==> src/rtc_params.svh <==
// Purpose: constants for the reload timer with count read-back
// Assumes: 8-bit register port, one 50 MHz clock
// Notes:   offsets are register indices on the plain port
`ifndef RTC_PARAMS_SVH
`define RTC_PARAMS_SVH
// ==========================================================
// register offsets
`define RTC_OFS_CNT_HI   4'h0
`define RTC_OFS_CNT_LO   4'h1
`define RTC_OFS_RLD_HI   4'h2
`define RTC_OFS_RLD_LO   4'h3
`define RTC_OFS_CTRL     4'h4
`define RTC_OFS_PRESCALE 4'h5
`define RTC_OFS_STATUS   4'h6
`define RTC_OFS_MASK     4'h7
// ==========================================================
// control field positions
`define RTC_CTRL_EN      0
`define RTC_CTRL_MODE    1
`define RTC_CTRL_POL     2
`define RTC_CTRL_OUTINIT 3
// status field positions
`define RTC_ST_RELOAD    0
`define RTC_ST_EDGE      1
// ==========================================================
// reset values
`define RTC_RST_COUNT    16'h0001
`define RTC_RST_RELOAD   16'hFFFF
`define RTC_RST_BYTE     8'h00
`define RTC_RST_PRESCALE 8'h01
`define RTC_COUNT_ONE    16'h0001
`endif

==> src/rtc_pkg.sv <==
// Purpose: types for the reload timer with count read-back
// Assumes: nothing beyond the params header
// Notes:   none
package rtc_pkg;
  typedef struct packed {
    logic [3:0] addr;
    logic [7:0] wdata;
    logic       wr;
    logic       rd;
  } rtc_bus_req_t;
  typedef enum logic [1:0] {
    RTC_MODE_RELOAD = 2'b01,
    RTC_MODE_EDGE   = 2'b10
  } rtc_mode_t;
endpackage

==> src/rtc_timer.sv <==
// Purpose: 16-bit reload / edge-counting timer with latched count read
// Assumes: inputs synchronous to ref_clk_i; timer input toggles slowly
// Notes:   prescale value 0 acts as 256
//
// Design decisions made here: the strobed register port and the address map.
`include "rtc_params.svh"

module rtc_timer
  import rtc_pkg::*;
(
  input  wire logic              ref_clk_i,
  input  wire logic              rst_n_i,
  input  wire rtc_pkg::rtc_bus_req_t bus_i,
  output logic [7:0]             rdata_o,
  input  wire logic              timer_in_i,
  output logic                   timer_out_o,
  output logic                   timer_req_o,
  output logic                   irq_o
);
  import rtc_pkg::*;

  // ==========================================================
  // register decode
  logic [15:0] count_reg;
  logic [15:0] reload_reg;
  logic [7:0]  ctrl_reg;
  logic [7:0]  prescale_reg;
  logic [7:0]  prescale_cnt_reg;
  logic [7:0]  count_low_read_reg;
  logic [1:0]  status_reg;
  logic [1:0]  mask_reg;
  logic        in_prev_reg;
  logic        out_reg;
  logic        req_reg;
  logic [7:0]  rdata_reg;

  wire wr_hi    = bus_i.wr && bus_i.addr == `RTC_OFS_CNT_HI;
  wire wr_lo    = bus_i.wr && bus_i.addr == `RTC_OFS_CNT_LO;
  wire wr_ctrl  = bus_i.wr && bus_i.addr == `RTC_OFS_CTRL;
  wire rd_hi    = bus_i.rd && bus_i.addr == `RTC_OFS_CNT_HI;
  wire enabled  = ctrl_reg[`RTC_CTRL_EN];
  wire edge_mode = ctrl_reg[`RTC_CTRL_MODE];
  wire edge_polarity_select = ctrl_reg[`RTC_CTRL_POL];
  wire enable_rise = wr_ctrl && bus_i.wdata[`RTC_CTRL_EN] && !enabled;

  // ==========================================================
  // tick generation
  wire prescale_done = (prescale_cnt_reg == prescale_reg - 8'h01);
  wire clk_tick  = enabled && !edge_mode && prescale_done;
  wire in_edge   = edge_polarity_select ? (!in_prev_reg && timer_in_i)
                                        : (in_prev_reg && !timer_in_i);
  wire edge_tick = enabled && edge_mode && in_edge;
  wire tick      = clk_tick || edge_tick;
  wire at_reload = (count_reg == reload_reg);
  wire do_reload = tick && at_reload && !edge_mode;
  wire edge_wrap = tick && at_reload && edge_mode;

  logic [15:0] count_next;
  always_comb
  begin
    count_next = count_reg;
    if (do_reload || edge_wrap)
      count_next = `RTC_COUNT_ONE;
    else if (tick)
      count_next = count_reg + 16'h0001;
    // software byte writes win over the tick in the same cycle
    if (wr_hi)
      count_next[15:8] = bus_i.wdata;
    if (wr_lo)
      count_next[7:0] = bus_i.wdata;
  end

  // read mux: low byte comes from the hold register only while enabled
  logic [7:0] rd_mux;
  always_comb
  begin
    unique case (bus_i.addr)
      `RTC_OFS_CNT_HI:   rd_mux = count_reg[15:8];
      `RTC_OFS_CNT_LO:   rd_mux = enabled ? count_low_read_reg
                                          : count_reg[7:0];
      `RTC_OFS_RLD_HI:   rd_mux = reload_reg[15:8];
      `RTC_OFS_RLD_LO:   rd_mux = reload_reg[7:0];
      `RTC_OFS_CTRL:     rd_mux = ctrl_reg;
      `RTC_OFS_PRESCALE: rd_mux = prescale_reg;
      `RTC_OFS_STATUS:   rd_mux = {6'h00, status_reg};
      `RTC_OFS_MASK:     rd_mux = {6'h00, mask_reg};
      default:           rd_mux = 8'h00;
    endcase
  end

  // ==========================================================
  // registers
  always_ff @(posedge ref_clk_i)
  begin
    if (!rst_n_i)
    begin
      count_reg          <= `RTC_RST_COUNT;
      reload_reg         <= `RTC_RST_RELOAD;
      ctrl_reg           <= `RTC_RST_BYTE;
      prescale_reg       <= `RTC_RST_PRESCALE;
      prescale_cnt_reg   <= `RTC_RST_BYTE;
      count_low_read_reg <= `RTC_RST_BYTE;
      status_reg         <= 2'b00;
      mask_reg           <= 2'b00;
      in_prev_reg        <= 1'b0;
      out_reg            <= 1'b0;
      req_reg            <= 1'b0;
      rdata_reg          <= `RTC_RST_BYTE;
    end
    else
    begin
      count_reg   <= count_next;
      in_prev_reg <= timer_in_i;
      req_reg     <= do_reload;
      rdata_reg   <= bus_i.rd ? rd_mux : 8'h00;
      // prescaler only runs in auto-reload mode
      if (!enabled || edge_mode || prescale_done)
        prescale_cnt_reg <= 8'h00;
      else
        prescale_cnt_reg <= prescale_cnt_reg + 8'h01;
      if (rd_hi && enabled)
        count_low_read_reg <= count_reg[7:0];
      if (wr_ctrl)
        ctrl_reg <= bus_i.wdata;
      if (enable_rise)
        out_reg <= bus_i.wdata[`RTC_CTRL_OUTINIT];
      else if (do_reload)
        out_reg <= !out_reg;
      if (bus_i.wr && bus_i.addr == `RTC_OFS_RLD_HI)
        reload_reg[15:8] <= bus_i.wdata;
      if (bus_i.wr && bus_i.addr == `RTC_OFS_RLD_LO)
        reload_reg[7:0] <= bus_i.wdata;
      if (bus_i.wr && bus_i.addr == `RTC_OFS_PRESCALE)
        prescale_reg <= bus_i.wdata;
      if (bus_i.wr && bus_i.addr == `RTC_OFS_MASK)
        mask_reg <= bus_i.wdata[1:0];
      // set wins over write-one-to-clear
      status_reg[`RTC_ST_RELOAD] <= do_reload || (status_reg[`RTC_ST_RELOAD] &&
        !(bus_i.wr && bus_i.addr == `RTC_OFS_STATUS && bus_i.wdata[`RTC_ST_RELOAD]));
      status_reg[`RTC_ST_EDGE] <= edge_tick || (status_reg[`RTC_ST_EDGE] &&
        !(bus_i.wr && bus_i.addr == `RTC_OFS_STATUS && bus_i.wdata[`RTC_ST_EDGE]));
    end
  end

  assign rdata_o     = rdata_reg;
  assign timer_out_o = out_reg;
  assign timer_req_o = req_reg;
  assign irq_o       = |(status_reg & mask_reg);

  // ==========================================================
  // checks
  a_reload_to_one: assert property (@(posedge ref_clk_i) disable iff (!rst_n_i)
    do_reload && !wr_hi && !wr_lo |=> count_reg == `RTC_COUNT_ONE)
    else $error("count not one after reload");
  a_reload_pulse: assert property (@(posedge ref_clk_i) disable iff (!rst_n_i)
    do_reload |=> timer_req_o ##1 !timer_req_o || $past(do_reload, 1))
    else $error("reload request not a single pulse");
  a_out_toggle: assert property (@(posedge ref_clk_i) disable iff (!rst_n_i)
    do_reload && !enable_rise |=> timer_out_o != $past(timer_out_o))
    else $error("output did not toggle on reload");
  a_hold_latch: assert property (@(posedge ref_clk_i) disable iff (!rst_n_i)
    rd_hi && enabled |=> count_low_read_reg == $past(count_reg[7:0]))
    else $error("low byte not held on high read");
  a_live_low: assert property (@(posedge ref_clk_i) disable iff (!rst_n_i)
    bus_i.rd && bus_i.addr == `RTC_OFS_CNT_LO && !enabled
    |=> rdata_o == $past(count_reg[7:0]))
    else $error("live low byte not returned while disabled");
  a_write_high: assert property (@(posedge ref_clk_i) disable iff (!rst_n_i)
    wr_hi |=> count_reg[15:8] == $past(bus_i.wdata))
    else $error("high byte write not loaded");
  a_no_pin_reload: assert property (@(posedge ref_clk_i) disable iff (!rst_n_i)
    !edge_mode && !prescale_done |-> !tick)
    else $error("auto-reload counted without prescale tick");
  a_edge_step: assert property (@(posedge ref_clk_i) disable iff (!rst_n_i)
    edge_tick && !at_reload && !wr_hi && !wr_lo |=> count_reg == $past(count_reg) + 16'h0001)
    else $error("edge did not advance count");
  a_read_quiet: assert property (@(posedge ref_clk_i) disable iff (!rst_n_i)
    enabled && !tick && !bus_i.wr |=> $stable(count_reg))
    else $error("count changed without tick or write");
  a_edge_wrap_one: assert property (@(posedge ref_clk_i) disable iff (!rst_n_i)
    edge_wrap && !wr_hi && !wr_lo |=> count_reg == `RTC_COUNT_ONE)
    else $error("edge count did not wrap to one");
  a_reload_flag: assert property (@(posedge ref_clk_i) disable iff (!rst_n_i)
    do_reload |=> status_reg[`RTC_ST_RELOAD])
    else $error("reload status not set");
endmodule

==> config.mk <==
export PLATFORM = sky130hd
export DESIGN_NAME = rtc_timer
export DESIGN_NICKNAME = d
export VERILOG_FILES = /design/src/rtc_pkg.sv /design/src/rtc_timer.sv
export VERILOG_INCLUDE_DIRS = /design/src
export SDC_FILE = /design/constraint.sdc
export NUM_CORES = 1
export LEC_CHECK = 0
export ABC_AREA = 0
export BUFFER_PORTS_ARGS = -buffer_cell sky130_fd_sc_hd__buf_2
export CAP_MARGIN = 0
export CORE_AREA = 3 3 103 105
export CTS_CLUSTER_DIAMETER = 50
export DETAILED_ROUTE_END_ITERATION = 7
export DIE_AREA = 0 0 106 108
export PLACE_DENSITY = 0.66
export SLEW_MARGIN = 10
export SYNTH_ARGS = -nofsm -noshare
export SYNTH_HDL_FRONTEND = slang
export SYNTH_SLANG_ARGS = --single-unit
==> constraint.sdc <==
create_clock -name ref_clk_i -period 5.1 [get_ports ref_clk_i]
set_input_delay 1.02 -clock ref_clk_i [delete_from_list [all_inputs] [get_ports ref_clk_i]]
set_output_delay 1.02 -clock ref_clk_i [all_outputs]
set_load 0.1 [all_outputs]
==> reports/results.ini, run 1 <==
[place]
io_buffers = 27
detailedPlace.worstSlack_ps = 1590
place_inst = 679
dp_hpwl_microns = 9280
gp_congestion = 0.941

[power]
total_power_mw = 1.35
share_clk_of_total_power_pct = 40.0
p_comb_share_pct = 10.2
power_internal_mw = 0.994
powerDensity_nw_per_um2 = 281
power.switching_fraction_pct = 26.4
worst_vdd_rail_ir_drop_v = 0.000125
switchingPower_mw = 0.356
sequentialPowerShare_pct = 49.9
p_leak_nw = 1.72

[sta]
fmax_mhz = 316
worst_slew_pin_slew_ps = 1050
postLayoutSetupSlackWorst_ps = 1940
timing.final.crit_period_ps = 3160
setup_total_negative_slack_ps = 0
setup_violations = 0
finalMaxSlewViolations = 0
worst_clock_skew_ps = 9.86
rsz0062_at_grt = false
layout_worst_path_cycle_share_pct = 62.0
maxSlewHeadroom_pct = 29.5
finalHoldViolCount = 0

[synth]
synth.distinct_cells = 57
asyncSetResetFlopFracSynth_pct = 0
post_synthesis_cell_count = 559
postSynth.topFlopCell = sky130_fd_sc_hd__dfxtp_1
synthesis.area_sq_um = 4370
edff_count_synth = 0
syn_area_per_cell_sq_um = 7.82
synth_sequential_area_ratio_pct = 36.2
synth_warnings = 0
synth_nets = 579
postSynthRegisterBits = 79

[detailed_routing]
drt_drc_violations_left = 0
first_iter_violations = 335
detailed_route_wire_length_per_cell_microns = 19.0
viasPerCell = 6.17
detail_route.wirelength_microns = 13200
antenna_left = 0
firstDrtPassIters = 5
via_count = 4289

[floorplan]
std_cell_rows = 36
core_region_area_sq_um = 9730
floorplan.die_area_sq_um = 11400
die_w_microns = 106
num_io_pins = 28
die_y_microns = 108
floorplan.initialDensity_pct = 44.9

[run_status]
result_of_the_run = finished, final reports clean

[global_routing]
antenna_violations_before_repair = 0
grt_pass1_wl_microns = 21400
first_global_vias = 4081
global_route.usage.total_pct = 23.7
grt_max_degree = 38
globalRoute.totalOverflow = 0

[setup_path]
critPathMaxFanout = 14
worst-path-buf-inv = 2
cp_slowest_stage_delay_ps = 920
criticalPathCategory = primary input to flop
critPathSlowestCell = sky130_fd_sc_hd__nor4b_2
endpoint_kind = flop
crit_arrival_ps = 3410
cpLargestDelayFamily = simple AND/OR/NAND/NOR gates
required_ps = 5350
timing.critical_path.from_type = primary input
crit_path_cell_trace = buf_2, nor4b_2, nand2_1, o21ai_0, inv_1, a21oi_1, nand3_1

[run]
drv_cap = 0

[clocking]
postCtsSetupRepairBufs = 0
cts_hold_buffers = 0
worst_setup_hold_path_clk_slew_ps = 90
numClockSinks = 79
cts_made_buffers = 9
tritoncts_clock_tree = done
ctsRootBufferMaster = sky130_fd_sc_hd__clkbuf_8
clockBufferDepth = 2
post_cts_resize_count = 0
skew_pair_late_insertion_delay_ps = 350
htree_levels = 3

[finish]
insertedDiodeCount = 0
area_growth_pct = 9.70
final_nets = 577
final_cells = 695
final_layout_size_suffix_gt1_share_pct = 12.5

[worst_hold_path]
min-delay-path-class = flop to flop

[area by class of cell]
cell class,instances,area (sq um)
sequential,79,1580
clock inverter,4,76.3
clock buffer,12,155
timing repair buffer,35,195
multi-input combinational,421,2580
fill,958,4930
inverter,11,41.3
tap,133,166
[cell usage in the layout, fill, tap and decap left out, types with 5 or more instances in the layout]
cell type / n
sky130_fd_sc_hd__a211oi_1: 6
sky130_fd_sc_hd__a21oi_1: 38
sky130_fd_sc_hd__a22oi_1: 21
sky130_fd_sc_hd__a31oi_1: 11
sky130_fd_sc_hd__and2_1: 5
sky130_fd_sc_hd__and4_1: 6
sky130_fd_sc_hd__buf_2: 27
sky130_fd_sc_hd__buf_4: 8
sky130_fd_sc_hd__clkbuf_8: 11
sky130_fd_sc_hd__dfxtp_1: 79
sky130_fd_sc_hd__inv_1: 10
sky130_fd_sc_hd__mux2_2: 7
sky130_fd_sc_hd__nand2_1: 83
sky130_fd_sc_hd__nand3_1: 63
sky130_fd_sc_hd__nand4_1: 17
sky130_fd_sc_hd__nor2_1: 21
sky130_fd_sc_hd__nor3_1: 10
sky130_fd_sc_hd__nor4_1: 7
sky130_fd_sc_hd__nor4b_1: 5
sky130_fd_sc_hd__o21a_1: 5
sky130_fd_sc_hd__o21ai_0: 20
sky130_fd_sc_hd__o31a_1: 5
sky130_fd_sc_hd__xnor2_1: 26
sky130_fd_sc_hd__xor2_1: 9
[final timing paths]
check / start / end / slack, ps / cells past startpoint
setup / recovery: bus_i[13] / count_reg[3] / 1940 / 7
setup reg to reg: prescale_reg[0] / count_reg[8] / 2040 / 8
hold reg to reg: count_low_read_reg[5] / count_low_read_reg[5] / 460 / 2
hold / removal: count_low_read_reg[5] / count_low_read_reg[5] / 460 / 2
[worst min-delay path: cells and delay by family (launching register included)]
| family | cells | cell delay, ps |
|---|---|---|
| AOI/OAI and AO/OA | 1 | 50 |
| DFF | 1 | 310 |
| and+or+nand+nor | 1 | 50 |
[power by group through the flow]
stage	logic, mW	clock network, mW	registers [mW]
after floorplan	0.112	0	0.665
after global placement	0.132	0	0.686
after detailed placement	0.136	0	0.687
after CTS	0.136	0.548	0.672
after global routing	0.150	0.576	0.676
final	0.137	0.539	0.673
[layer usage]
metal  vias up  global-route usage, %  part of all wire, %
met5         -                      0                    0
met4         0                   11.0                  3.3
met3        34                   3.58                  5.9
met2       155                   39.7                   47
met1      2076                   30.1                   44
li1       2024                      -                    -
[stage by stage]
stage | instance area (sq um) | utilization (%) | hold slack (ps)
final | 4800 | 49.3 | 457
after global routing | 4800 | 49.3 | 477
after CTS | 4800 | 49.3 | 459
after detailed placement | 4560 | 46.9 | 447
after global placement | 4560 | 46.9 | 443
after floorplan | 4370 | - | 433
[cells in the mapped netlist, drive strengths merged, types with 10 or more instances]
cell / count / area (sq um)
nand2: 83 / 312
nand4: 17 / 106
a22oi: 22 / 179
nor3: 12 / 60.1
nand3: 63 / 315
nor2: 21 / 78.8
a31oi: 11 / 68.8
a21oi: 38 / 190
clkbuf: 43 / 161
inv: 10 / 37.5
o21ai: 20 / 100
xnor2: 26 / 228
dfxtp: 79 / 1580
[logic make-up (layout without fill, tap and decap cells)]
family                   count (synthesis)  in the layout  share of synthesized area [%]
AND/OR/NAND/NOR                        243            243                           28.1
AO/OA/AOI/OAI                          129            129                           19.7
flip-flops                              79             79                           36.2
buffers and inverters                   59             62                           5.44
XOR/XNOR                                35             35                           7.01
multiplexers                            11             11                           2.72
adder cells (fa/ha/maj)                  3              3                          0.859
Note: power is estimated with default switching activity, not from simulation.
==> inputs of run 2 (changes only) <==
- ABC_AREA: 0 -> 1
- CORE_AREA: 3 3 103 105 -> 3 3 102 104
- DIE_AREA: 0 0 106 108 -> 0 0 105 107
- clock period: 5.1 -> 3.3 ns (I/O delays scaled with it)
==> reports/results.ini, run 2 <==
[finish]
final_layout_size_suffix_gt1_share_pct = 10.6
final_area_sq_um = 4740
filler_instances = 1006
most-common-layout-cells = sky130_fd_sc_hd__nand2_1 (128), sky130_fd_sc_hd__inv_1 (99), sky130_fd_sc_hd__dfxtp_1 (79)
area_growth_pct = 9.93
final_nets = 674
mostFrequentLayoutCell = sky130_fd_sc_hd__nand2_1
insertedDiodeCount = 0
postLayoutCoreUtil_pct = 49.1
final_cells = 791

[floorplan]
die_w_microns = 105
num_io_pins = 28
floorplan.die_area_sq_um = 11200
die_y_microns = 107
floorplan.initialDensity_pct = 44.7
std_cell_rows = 36
core_region_area_sq_um = 9640

[sta]
finalHoldViolCount = 0
fmax_mhz = 439
rsz0062_at_grt = false
layout_worst_path_cycle_share_pct = 69.1
setup_total_negative_slack_ps = 0
setup_violations = 0
timing.final.crit_period_ps = 2280
finalMaxSlewViolations = 0
worst_slew_pin_slew_ps = 815
worst_clock_skew_ps = 9.29
maxSlewHeadroom_pct = 44.2

[detailed_routing]
first_iter_violations = 390
antenna_left = 0
via_count = 4222
drt_drc_violations_left = 0
viasPerCell = 5.34
detail_route.wirelength_microns = 12700
firstDrtPassIters = 5
detailed_route_wire_length_per_cell_microns = 16.1

[setup_path]
timing.critical_path.from_type = flop
cp_slowest_stage_delay_ps = 410
crit_path_cell_trace = inv_2, ha_1, inv_1, nand2_1, nand2_1, nor2_1, nand2_1, nor2_1, nand2_1, nor2_4, nand3_4, nand2_4, nand3_1, nand2_1, nand3_1, nand2_1, inv_1
crit_top_cell = sky130_fd_sc_hd__nand2_1
crit_arrival_ps = 2540
endpoint_kind = flop
required_ps = 3560
criticalPathCategory = flop to flop
r2r.worst_path.cells = 17
critPathSlowestCell = sky130_fd_sc_hd__dfxtp_1
critPathMaxFanout = 14

[global_routing]
globalRoute.totalOverflow = 0
grt_pass1_wl_microns = 20100
first_global_vias = 3870
grt_max_degree = 45
global_route.usage.total_pct = 22.9
antenna_violations_before_repair = 0

[run_status]
result_of_the_run = finished, final reports clean

[synth]
postSynthRegisterBits = 79
post_synthesis_cell_count = 631
ys_top_cells_by_count = sky130_fd_sc_hd__nand2_1 (128), sky130_fd_sc_hd__inv_1 (99), sky130_fd_sc_hd__dfxtp_1 (79)
synth_warnings = 0
post_synth_main_area_contributors = sky130_fd_sc_hd__dfxtp_1 (37%), sky130_fd_sc_hd__nand2_1 (11%), sky130_fd_sc_hd__inv_1 (8.6%)
synth_top_area_share_pct = 36.7
synth_sequential_area_ratio_pct = 36.7
edff_count_synth = 0
syn_area_per_cell_sq_um = 6.83
synth_most_common_cell = sky130_fd_sc_hd__nand2_1
postSynth.topFlopCell = sky130_fd_sc_hd__dfxtp_1
synthesis.area_sq_um = 4310
synth_nets = 651
asyncSetResetFlopFracSynth_pct = 0
synthDominantAreaCellType = sky130_fd_sc_hd__dfxtp_1
synth.distinct_cells = 39

[place]
place_inst = 776
placed_cell_areas_sq_um = 4530
gp_congestion = 1.02
dp_hpwl_microns = 9500
io_buffers = 27

[run]
drv_cap = 0

[clocking]
htree_levels = 3
cts_hold_buffers = 0
post_cts_resize_count = 0
postCtsSetupRepairBufs = 0
clockBufferDepth = 2
cts_made_buffers = 9
ctsRootBufferMaster = sky130_fd_sc_hd__clkbuf_8
worst_setup_hold_path_clk_slew_ps = 80
skew_pair_late_insertion_delay_ps = 360
tritoncts_clock_tree = done
numClockSinks = 79

[power]
powerDensity_nw_per_um2 = 409
worst_vdd_rail_ir_drop_v = 0.000224
p_leak_nw = 2.02
total_power_mw = 1.94

[worst_hold_path]
min-delay-path-class = flop to flop
worstHoldPathCells = 2

-- run 2: logic make-up (layout without fill, tap and decap cells) --
logic type      after synthesis  after routing  synth area share [%]
compound gates              127            127                  16.1
xor+xnor                     28             28                  5.69
fa+ha+maj                     3              3                 0.871
buf+inv                     120            147                  11.2
flops                        79             79                  36.7
simple gates                274            274                  29.4
-- run 2: path summary, 6_finish.rpt --
kind,startpoint,to,slack (ps)
hold / removal,count_low_read_reg[4],count_low_read_reg[4],450
setup / recovery,prescale_reg[0],timer_out_o,1020
hold reg to reg,count_low_read_reg[4],count_low_read_reg[4],450
setup reg to reg,prescale_reg[0],timer_out_o,1020
-- run 2: layer usage --
layer  share of wire, %  global-route usage, %
met1                 45                   30.3
met2                 45                   36.2
met3                7.0                   5.66
met4                3.1                   8.34
met5                  0                      0
-- run 2: critical path, delay by kind of cell, from the launching register on --
family	cells	cell delay, ps
buffers and inverters	3	170
adder cells (fa/ha/maj)	1	310
flip-flops	1	410
AND/OR/NAND/NOR	13	1280
-- run 2: through the flow --
step           hold slack [ps]  worst slack (ps)
2_1_floorplan              420               807
3_3_place_gp               428               924
3_5_place_dp               438               837
4_1_cts                    451              1000
5_1_grt                    472               727
6_report                   451              1020
-- run 2: final cells by class --
cell class                      instances  area (sq um)  share of cell area, %
Clock buffer                            9           124                   2.62
Sequential cell                        79          1580                   33.4
Inverter                              104           390                   8.24
Timing Repair Buffer                   28           143                   3.01
Tap cell                              133           166                   3.51
Clock inverter                          6          86.3                   1.82
Multi-Input combinational cell        432          2240                   47.4
-- run 2: power by group --
group          internal (mW)  leakage [nW]  switching, mW  total, mW
logic                 0.0452          1.28          0.123      0.168
clock network          0.420         0.105          0.367      0.788
registers              0.967         0.639         0.0136      0.981
